### src/adc_seq_pkg.sv
// Constants, field layouts and types for the converter sequencer
package adc_seq_pkg;

  // ----------------------------------------------------------------
  // Register map (byte addresses)
  // ----------------------------------------------------------------
  localparam logic [7:0] CTRL_OFS    = 8'h00;
  localparam logic [7:0] CLKSEL_OFS  = 8'h04;
  localparam logic [7:0] TIMING_OFS  = 8'h08;
  localparam logic [7:0] MUX_OFS     = 8'h0C;
  localparam logic [7:0] CMD_OFS     = 8'h10;
  localparam logic [7:0] INTEN_OFS   = 8'h14;
  localparam logic [7:0] FLAGS_OFS   = 8'h18;
  localparam logic [7:0] RESULT_OFS  = 8'h1C;
  localparam logic [7:0] WINLO_OFS   = 8'h20;
  localparam logic [7:0] WINHI_OFS   = 8'h24;

  // ----------------------------------------------------------------
  // Field layouts
  // ----------------------------------------------------------------
  typedef struct packed {
    logic [2:0] winMode;     // Window compare mode
    logic       delayVary;   // Randomise sample delay
    logic [2:0] accCountSel; // 2**n samples per trigger, n <= 6
    logic       evtStartEn;  // Event start enable
    logic       bitDepthSel; // 1 = 8-bit result
    logic       autoRepeat;  // Free-running mode
    logic       enable;      // Converter enable
  } ctrl_t;

  typedef struct packed {
    logic [1:0] reference_select;      // Reference select
    logic [2:0] divSel;      // Prescale factor 2**(n+1)
  } clksel_t;

  typedef struct packed {
    logic [3:0] lenCycles;   // Extra sample length
    logic [3:0] dlyCycles;   // Extra sample delay
  } timing_t;

  typedef struct packed {
    logic win;               // Window compare hit
    logic done;              // Sample done
  } flags_t;

  localparam ctrl_t   CTRL_RST   = '0;
  localparam clksel_t CLKSEL_RST = '0;
  localparam timing_t TIMING_RST = '0;
  localparam flags_t  FLAGS_RST  = '0;

  localparam int MUX_W  = 5;
  localparam int DATA_W = 10;
  localparam int ACC_W  = 16;
  localparam int PRE_W  = 8;

  // ----------------------------------------------------------------
  // Timing and modes
  // ----------------------------------------------------------------
  localparam logic [4:0] CONV_CYCLES  = 5'h0D;  // Converter clocks per conversion
  localparam logic [4:0] SH_CYCLES    = 5'h02;  // Start to sample-and-hold
  localparam logic [7:0] START_EXTRA  = 8'h02;  // Fixed part of start latency
  localparam logic [2:0] ACC_SEL_MAX  = 3'h6;   // 64 samples
  localparam logic [1:0] DEPTH_SHIFT  = 2'h2;   // 10-bit to 8-bit

  localparam logic [2:0] WIN_OFF     = 3'h0;
  localparam logic [2:0] WIN_BELOW   = 3'h1;
  localparam logic [2:0] WIN_ABOVE   = 3'h2;
  localparam logic [2:0] WIN_INSIDE  = 3'h3;
  localparam logic [2:0] WIN_OUTSIDE = 3'h4;

  localparam logic [7:0] LFSR_SEED = 8'hA5;
  localparam logic [7:0] LFSR_TAPS = 8'hB8;

  typedef enum logic [2:0] {
    S_IDLE = 3'b001,
    S_WAIT = 3'b010,
    S_CONV = 3'b100
  } seq_state_t;

endpackage : adc_seq_pkg

### src/adc_conversion_sequencer.sv
// Conversion sequencer: APB registers, prescaler, timing, accumulation
// Notes on behaviour
// - Writing start bit begins conversion; bit reads one while busy; single mode clears it
// - Channel change during conversion applies only from that conversion's last converter clock cycle
// - Done flag sets when single conversion or whole accumulated burst finishes
// - Interrupt only when done or window flag, that flag's enable and global enable are all one
// - Done flag sets even with interrupt disabled, for polling
// - With event start enabled, a routed event arriving while idle triggers a conversion
// - Event input is edge sensitive; edge sets start bit, cleared at completion
// - Free-running: software starts first, next starts right after completion, each sets done
// - Converter clock prescaled from peripheral clock; counter held zero while disabled
// - Prescaler held in reset while no conversion is in progress
// - Conversion starts half prescale factor plus two peripheral clocks after trigger
// - A normal conversion lasts thirteen converter clock cycles
// - Sample-and-hold capture two converter clocks after start with no extra timing
// - Result placed in output word; done clears on result read or write one
// - Sampling lasts two plus sample delay plus sample length converter clocks
// - Result presented right-adjusted in output word
// - Reference and channel selections take effect only while enabled
// - Accumulation sums a programmable number of conversions into one result
// - Optional variation randomises the sample delay within a burst
// - Window compare limits interrupts to under, over, inside or outside thresholds
// - Selections locked at start; updating resumes in last converter clock cycle
// - Accumulator sums up to sixty-four samples per result
`timescale 1ns/1ns
module adc_conversion_sequencer
  import adc_seq_pkg::*;
(
  input  wire logic              mclk,       // Peripheral clock, 100 MHz
  input  wire logic              rst,        // Asynchronous reset, active high
  input  wire logic              ce,         // Clock enable, freezes all state when low
  input  wire logic              psel,       // APB select
  input  wire logic              penable,    // APB enable
  input  wire logic              pwrite,     // APB direction
  input  wire logic [7:0]        paddr,      // APB byte address
  input  wire logic [31:0]       pwdata,     // APB write data
  output logic      [31:0]       prdata,     // APB read data
  output logic                   pready,     // APB ready
  output logic                   pslverr,    // APB error on unmapped address
  input  wire logic              globalIe,   // Processor global interrupt enable
  input  wire logic              eventIn,    // Start event from event routing
  input  wire logic [DATA_W-1:0] anaData,    // Raw value from analog core
  output logic                   irq,        // Interrupt request
  output logic                   sampleHold, // Sample-and-hold capture pulse
  output logic      [MUX_W-1:0]  activeMux,  // Applied positive input select
  output logic      [1:0]        activeRef   // Applied reference select
);

  // ----------------------------------------------------------------
  // Registers and synchronisers
  // ----------------------------------------------------------------
  ctrl_t              ctrl_ff;
  clksel_t            clk_ff;
  timing_t            tim_ff;
  flags_t             flags_ff;
  seq_state_t         state_ff;
  logic [MUX_W-1:0]   muxBuf_ff;
  logic [1:0]         ieBits_ff;
  logic [DATA_W-1:0]  winLo_ff, winHi_ff;
  logic [ACC_W-1:0]   result_ff, acc_ff;
  logic               startBit_ff;
  logic [PRE_W-1:0]   clock_divider_select_ff, wait_ff;
  logic [5:0]         adcCyc_ff;
  logic [4:0]         dlyEff_ff;
  logic [5:0]         accN_ff;
  logic [7:0]         lfsr_ff;
  logic               evS1_ff, evS2_ff, evS3_ff;
  logic [DATA_W-1:0]  anaS1_ff, anaS2_ff;
  logic [31:0]        prdata_ff;
  logic               pready_ff, pslverr_ff, irq_ff, sh_ff;
  logic [MUX_W-1:0]   actMux_ff;
  logic [1:0]         actRef_ff;

  assign prdata     = prdata_ff;
  assign pready     = pready_ff;
  assign pslverr    = pslverr_ff;
  assign irq        = irq_ff;
  assign sampleHold = sh_ff;
  assign activeMux  = actMux_ff;
  assign activeRef  = actRef_ff;

  // ----------------------------------------------------------------
  // Decode
  // ----------------------------------------------------------------
  function automatic logic mapped(input logic [7:0] a);
    mapped = a inside {CTRL_OFS, CLKSEL_OFS, TIMING_OFS, MUX_OFS, CMD_OFS,
                       INTEN_OFS, FLAGS_OFS, RESULT_OFS, WINLO_OFS, WINHI_OFS};
  endfunction : mapped

  function automatic logic winHit(input logic [2:0] m, input logic [ACC_W-1:0] v,
                                  input logic [DATA_W-1:0] lo,
                                  input logic [DATA_W-1:0] hi);
    unique case (m)
      WIN_BELOW:   winHit = v < ACC_W'(lo);
      WIN_ABOVE:   winHit = v > ACC_W'(hi);
      WIN_INSIDE:  winHit = (v > ACC_W'(lo)) && (v < ACC_W'(hi));
      WIN_OUTSIDE: winHit = (v < ACC_W'(lo)) || (v > ACC_W'(hi));
      default:     winHit = 1'b0;
    endcase
  endfunction : winHit

  logic              wrEn, rdEn, busy, trigger, evtRise, tick, lastCyc, convEnd;
  logic              accLast, startCmd;
  logic [PRE_W-1:0]  factor, half;
  // Six bits: thirteen plus the widest delay and length overflows five
  logic [5:0]        total, shAt;
  logic [4:0]        nxt_dlyEff;
  logic [2:0]        accSel;
  logic [DATA_W-1:0] sample;
  logic [ACC_W-1:0]  sum;

  assign wrEn     = ce && psel && penable && pready_ff && pwrite && !pslverr_ff;
  assign rdEn     = ce && psel && penable && pready_ff && !pwrite && !pslverr_ff;
  assign busy     = state_ff != S_IDLE;
  assign evtRise  = evS2_ff && !evS3_ff;
  assign startCmd = wrEn && paddr == CMD_OFS && pwdata[0];
  // Triggers during a conversion are dropped so the running one is untouched
  assign trigger  = ctrl_ff.enable && !busy &&
                    (startCmd || (ctrl_ff.evtStartEn && evtRise));
  assign factor   = PRE_W'(2) << clk_ff.divSel;
  // Taken from the select itself: the largest factor wraps to zero in PRE_W bits
  assign half     = PRE_W'(1) << clk_ff.divSel;
  assign tick     = state_ff == S_CONV && clock_divider_select_ff == factor - PRE_W'(1);
  assign total    = 6'(CONV_CYCLES) + 6'(dlyEff_ff) + 6'(tim_ff.lenCycles);
  assign shAt     = 6'(SH_CYCLES) + 6'(dlyEff_ff) + 6'(tim_ff.lenCycles);
  assign lastCyc  = state_ff == S_CONV && adcCyc_ff == total - 6'(1);
  assign convEnd  = tick && lastCyc;
  assign accSel   = (ctrl_ff.accCountSel > ACC_SEL_MAX) ? ACC_SEL_MAX : ctrl_ff.accCountSel;
  assign accLast  = accN_ff == 6'((7'(1) << accSel) - 7'(1));
  assign sample   = ctrl_ff.bitDepthSel ? (anaS2_ff >> DEPTH_SHIFT) : anaS2_ff;
  assign sum      = acc_ff + ACC_W'(sample);
  assign nxt_dlyEff = 5'(tim_ff.dlyCycles) +
                      (ctrl_ff.delayVary ? 5'(lfsr_ff[1:0]) : 5'(0));

  // ----------------------------------------------------------------
  // Input synchronisers
  // ----------------------------------------------------------------
  always_ff @(posedge mclk or posedge rst) begin
    if (rst) begin
      evS1_ff  <= 1'b0;
      evS2_ff  <= 1'b0;
      evS3_ff  <= 1'b0;
      anaS1_ff <= '0;
      anaS2_ff <= '0;
    end else if (ce) begin
      evS1_ff  <= eventIn;
      evS2_ff  <= evS1_ff;
      evS3_ff  <= evS2_ff;
      anaS1_ff <= anaData;
      anaS2_ff <= anaS1_ff;
    end
  end

  // ----------------------------------------------------------------
  // APB slave, no wait state; read data registered during the setup phase
  // ----------------------------------------------------------------
  always_ff @(posedge mclk or posedge rst) begin
    if (rst) begin
      pready_ff  <= 1'b0;
      pslverr_ff <= 1'b0;
      prdata_ff  <= '0;
    end else if (ce) begin
      pready_ff  <= psel && !penable;
      pslverr_ff <= psel && !penable && !mapped(paddr);
      if (psel && !penable && !pwrite) begin
        unique case (paddr)
          CTRL_OFS:   prdata_ff <= 32'(ctrl_ff);
          CLKSEL_OFS: prdata_ff <= 32'(clk_ff);
          TIMING_OFS: prdata_ff <= 32'(tim_ff);
          MUX_OFS:    prdata_ff <= 32'(muxBuf_ff);
          CMD_OFS:    prdata_ff <= 32'(startBit_ff);
          INTEN_OFS:  prdata_ff <= 32'(ieBits_ff);
          FLAGS_OFS:  prdata_ff <= 32'(flags_ff);
          RESULT_OFS: prdata_ff <= 32'(result_ff);
          WINLO_OFS:  prdata_ff <= 32'(winLo_ff);
          WINHI_OFS:  prdata_ff <= 32'(winHi_ff);
          default:    prdata_ff <= '0;
        endcase
      end
    end
  end

  // Configuration registers
  always_ff @(posedge mclk or posedge rst) begin
    if (rst) begin
      ctrl_ff   <= CTRL_RST;
      clk_ff    <= CLKSEL_RST;
      tim_ff    <= TIMING_RST;
      muxBuf_ff <= '0;
      ieBits_ff <= '0;
      winLo_ff  <= '0;
      winHi_ff  <= '0;
    end else if (wrEn) begin
      unique case (paddr)
        CTRL_OFS:   ctrl_ff   <= ctrl_t'(pwdata[$bits(ctrl_t)-1:0]);
        CLKSEL_OFS: clk_ff    <= clksel_t'(pwdata[$bits(clksel_t)-1:0]);
        TIMING_OFS: tim_ff    <= timing_t'(pwdata[$bits(timing_t)-1:0]);
        MUX_OFS:    muxBuf_ff <= pwdata[MUX_W-1:0];
        INTEN_OFS:  ieBits_ff <= pwdata[1:0];
        WINLO_OFS:  winLo_ff  <= pwdata[DATA_W-1:0];
        WINHI_OFS:  winHi_ff  <= pwdata[DATA_W-1:0];
        default:    ;
      endcase
    end
  end

  // ----------------------------------------------------------------
  // Sequencer
  // ----------------------------------------------------------------
  always_ff @(posedge mclk or posedge rst) begin
    if (rst) begin
      state_ff    <= S_IDLE;
      startBit_ff <= 1'b0;
      wait_ff     <= '0;
      dlyEff_ff   <= '0;
    end else if (ce) begin
      if (!ctrl_ff.enable) begin
        state_ff    <= S_IDLE;
        startBit_ff <= 1'b0;
      end else begin
        unique case (state_ff)
          S_IDLE: if (trigger) begin
            startBit_ff <= 1'b1;
            state_ff    <= S_WAIT;
            wait_ff     <= half + START_EXTRA - PRE_W'(1);
          end
          S_WAIT: begin
            if (wait_ff == '0) begin
              state_ff  <= S_CONV;
              dlyEff_ff <= nxt_dlyEff;
            end else begin
              wait_ff <= wait_ff - PRE_W'(1);
            end
          end
          S_CONV: if (convEnd) begin
            dlyEff_ff <= nxt_dlyEff;
            if (accLast && !ctrl_ff.autoRepeat) begin
              startBit_ff <= 1'b0;
              state_ff    <= S_IDLE;
            end
            // Burst members and free-running repeats restart at once
          end
          default: state_ff <= S_IDLE;
        endcase
      end
    end
  end

  // Prescaler and converter-cycle count, both idle at zero
  always_ff @(posedge mclk or posedge rst) begin
    if (rst) begin
      clock_divider_select_ff  <= '0;
      adcCyc_ff <= '0;
      sh_ff     <= 1'b0;
    end else if (ce) begin
      sh_ff <= tick && adcCyc_ff + 6'(1) == shAt;
      if (!ctrl_ff.enable || state_ff != S_CONV) begin
        clock_divider_select_ff  <= '0;
        adcCyc_ff <= '0;
      end else if (tick) begin
        clock_divider_select_ff  <= '0;
        adcCyc_ff <= convEnd ? 6'(0) : adcCyc_ff + 6'(1);
      end else begin
        clock_divider_select_ff <= clock_divider_select_ff + PRE_W'(1);
      end
    end
  end

  // Accumulation and result
  always_ff @(posedge mclk or posedge rst) begin
    if (rst) begin
      acc_ff    <= '0;
      accN_ff   <= '0;
      result_ff <= '0;
    end else if (ce) begin
      if (!ctrl_ff.enable || state_ff == S_IDLE) begin
        acc_ff  <= '0;
        accN_ff <= '0;
      end else if (convEnd) begin
        if (accLast) begin
          result_ff <= sum;
          acc_ff    <= '0;
          accN_ff   <= '0;
        end else begin
          acc_ff  <= sum;
          accN_ff <= accN_ff + 6'(1);
        end
      end
    end
  end

  // Flags: a set in the same cycle as a clear wins
  logic doneSet, winSet, doneClr, winClr;
  assign doneSet = convEnd && accLast;
  assign winSet  = doneSet && winHit(ctrl_ff.winMode, sum, winLo_ff, winHi_ff);
  assign doneClr = (wrEn && paddr == FLAGS_OFS && pwdata[0]) ||
                   (rdEn && paddr == RESULT_OFS);
  assign winClr  = wrEn && paddr == FLAGS_OFS && pwdata[1];

  always_ff @(posedge mclk or posedge rst) begin
    if (rst) begin
      flags_ff <= FLAGS_RST;
      irq_ff   <= 1'b0;
    end else if (ce) begin
      flags_ff.done <= doneSet || (flags_ff.done && !doneClr);
      flags_ff.win  <= winSet || (flags_ff.win && !winClr);
      irq_ff <= globalIe && ((flags_ff.done && ieBits_ff[0]) ||
                             (flags_ff.win && ieBits_ff[1]));
    end
  end

  // Applied selections: follow buffer only when safe and enabled
  always_ff @(posedge mclk or posedge rst) begin
    if (rst) begin
      actMux_ff <= '0;
      actRef_ff <= '0;
      lfsr_ff   <= LFSR_SEED;
    end else if (ce) begin
      lfsr_ff <= {lfsr_ff[6:0], ^(lfsr_ff & LFSR_TAPS)};
      if (ctrl_ff.enable && (state_ff != S_CONV || lastCyc)) begin
        actMux_ff <= muxBuf_ff;
        actRef_ff <= clk_ff.reference_select;
      end
    end
  end

  // ----------------------------------------------------------------
  // Checks
  // ----------------------------------------------------------------
  logic [15:0] waitCnt_ff, convCnt_ff;
  always_ff @(posedge mclk or posedge rst) begin
    if (rst) begin
      waitCnt_ff <= '0;
      convCnt_ff <= '0;
    end else if (ce) begin
      waitCnt_ff <= (state_ff == S_WAIT) ? waitCnt_ff + 16'(1) : 16'(0);
      convCnt_ff <= (state_ff == S_CONV && !convEnd) ? convCnt_ff + 16'(1) : 16'(0);
    end
  end
endmodule : adc_conversion_sequencer

### config.mk
export PLATFORM = sky130hd
export DESIGN_NAME = adc_conversion_sequencer
export DESIGN_NICKNAME = d
export VERILOG_FILES = /design/src/adc_seq_pkg.sv /design/src/adc_conversion_sequencer.sv
export SDC_FILE = /design/constraint.sdc
export NUM_CORES = 1
export LEC_CHECK = 0
export ABC_AREA = 0
export BUFFER_PORTS_ARGS = -buffer_cell sky130_fd_sc_hd__buf_4
export CORE_MARGIN = 10
export CORE_UTILIZATION = 45
export DETAILED_ROUTE_END_ITERATION = 16
export GPL_ROUTABILITY_DRIVEN = 0
export PLACE_DENSITY_LB_ADDON = 0.12
export SETUP_SLACK_MARGIN = 0.4
export SLEW_MARGIN = 25
export SYNTH_ARGS = -nofsm -noshare
export SYNTH_HDL_FRONTEND = slang
export SYNTH_SLANG_ARGS = --single-unit
### constraint.sdc
create_clock -name mclk -period 12.1 [get_ports mclk]
set_input_delay 2.42 -clock mclk [delete_from_list [all_inputs] [get_ports mclk]]
set_output_delay 2.42 -clock mclk [all_outputs]
set_load 0.03 [all_outputs]
==> reports/qor.yml <==
status: "completed"
port_buffers: 63
synth-warning-count: 0
finalClockSkew_ns: 0.0133
fmax_ghz: 0.217
route.detailed.drc: 0
synth_top_area_cell: "dfrtp_1"
overflow: 0
grt_pass1_wl_microns: 41700
hold_depth: 2
holdCritPathClass: "reg -> reg"
clock-sinks: 180
syn_area_sq_um: 10400
dieArea_sq_um: 29600
antenna_cells: 0
synth_edf_count: 0
yosysMostFrequentCell: "dfrtp_1"
cts_tree: "yes"
fin_area_sq_um: 11600
cp_max_fo: 13
power_density_nw_per_um2: 118
wirelength_microns: 25800
boundaryPins: 101
final_antenna_net_count: 0
dpl_cell_area_sq_um: 11000
wl_per_cell_microns: 18.5
cap_violations: 0
period_share_pct: 38.1
cts-resized-gates: 0
worstMarginPinSlew_ns: 0.895
root_buffer: "clkbuf_16"
num_vias: 7787
clk_latency_ns: 0.43
cp-start-kind: "input pin"
ys_types: 81
ys_seq_area_share_pct: 43.4
drtPass1Iterations: 5
crit_arrival_ns: 4.92
p_leak_uw: 0.00530
tns_ns: 0
critPathKind: "in -> reg"
viasPerCell: 5.59
setup_viol: 0
grt_use_met2_pct: 26.9
slowest_delay_ns: 0.57
relSlewSlack_pct: 40.4
final_hold_viol_count: 0
place_hpwl_microns: 18600
path_cells: "buf_4, nor2_1, nand2_1, nor2_1, and3_1, nor2b_1, buf_4, mux2_2"
cpMaxStageDelayCell: "and3_1"
ys.flop_type: "dfrtp_1"
grt-busiest-layer: "met2"
r2r_cells: 18
cts_hold_buf: 0
cts_made_buffers: 17
drv_slew: 0
grt_max_degree: 107
fp.coreArea_sq_um: 22700
first_iter_violations: 571
syn_to_final_growth_pct: 11.3
postCtsSetupBuffers: 0
cp-end-kind: "flip-flop"
grt_pass1_vias: 7672
fp.dieW_microns: 172
async_flop_share_pct: 100
row_count: 55
initial_utilization_pct: 45.8
syn_area_per_cell_sq_um: 9.83
die_height_microns: 172
vdd_drop_max_mv: 0.0852
period_minus_slack_ns: 4.61
cts_htree_levels: 4
critPathRequiredTime_ns: 12.41
use_met3_pct: 3.90
rsz0062_at_grt: "no"
clk_pin_slew_worst_paths_ns: 0.07
grtUsageTotal_pct: 17.9
synth_top_cell_area_share_pct: 42.1
drive_above_1_share_pct: 18.3
postSynthCellCount: 1058
use_met1_pct: 25.3
synth.area.top_cells: "dfrtp_1, mux2_2, ha_1"
ys_ff_latch: 180
clockBufferDepth: 2
synth_commonest_cells: "dfrtp_1, nand2_1, o21ai_0, mux2_2, nor2_1"
final.fill_count: 2151
antenna_found_initial: 1
nNetsFinal: 1211
metal layers:
layer,part of all wire [%],vias to the layer above
li1,-,3810
met1,48,3749
met2,44,200
met3,6.3,26
met4,1.5,2
met5,0.070,-
critical path: cells and delay by family:
kind | cells | cell delay [ns]
simple gates | 5 | 1.76
buf+inv | 2 | 0.40
mux | 1 | 0.35
cell usage in the layout (no fill, tap or decap), types with 30 or more instances in the layout:
| cell type | count |
|---|---|
| buf_4 | 68 |
| o21ai_0 | 81 |
| a21oi_1 | 45 |
| mux2_2 | 78 |
| inv_1 | 64 |
| dfrtp_1 | 175 |
| nor2_1 | 75 |
| nand3_1 | 30 |
| nand2_1 | 99 |
| ha_1 | 54 |
path summary, 6_finish.rpt:
path / start / to / slack (ns)
max: paddr[1] / winHi_ff[0] / 7.49
min: sampleHold / sampleHold / 0.49
max reg2reg: ctrl_ff[2] / flags_ff[1] / 7.52
min reg2reg: sampleHold / sampleHold / 0.49
max in group asynchronous: rst / tim_ff[7] / 8.82
min in group asynchronous: rst / adcCyc_ff[1] / 2.12
through the flow:
stage	utilization [%]	hold WS, ns	power (uW)	cells	worst slack, ns
2_1_floorplan	-	0.439	788	1073	4.80
3_3_place_gp	48.5	0.469	842	1361	7.07
3_5_place_dp	48.5	0.475	845	1361	7.04
4_1_cts	51.0	0.490	1390	1393	7.52
5_1_grt	51.0	0.499	1430	1393	7.07
6_report	51.0	0.490	1370	1393	7.49
where the power goes:
group	total, uW	internal [uW]	switching [uW]	leakage [uW]
Sequential	662	639	22.2	0.00227
Combinational	170	70.7	99.3	0.00276
Clock	539	295	244	0.000262
registers in the layout, indices dropped and copies added, names as in the netlist, 8 cells and up:
register / flops
acc_ff: 16
anaS1_ff: 10
tim_ff: 8
clock_divider_select_ff: 8
anaS2_ff: 10
winHi_ff: 10
wait_ff: 8
ctrl_ff: 11
winLo_ff: 10
result_ff: 16
prdata: 16
lfsr_ff: 8
cell families after synthesis:
logic type / after synthesis / share of synthesized area (%)
AND/OR/NAND/NOR: 299 / 14.2
multiplexers: 89 / 9.72
flip-flops: 180 / 43.4
XOR/XNOR: 47 / 3.96
buffers and inverters: 132 / 5.69
adder cells (fa/ha/maj): 58 / 7.26
AO/OA/AOI/OAI: 252 / 15.8
other: 1 / 0.0360
layout make-up:
cell class                      instances  area [sq um]  area share (%)
Tap cell                              285           357            3.08
Clock inverter                         11           104           0.897
Inverter                               66           258            2.23
Clock buffer                           21           460            3.98
Timing Repair Buffer                   69           522            4.50
Sequential cell                       180          4510            38.9
Multi-Input combinational cell        761          5370            46.4
No activity file was read; power rests on OpenSTA's default activity.
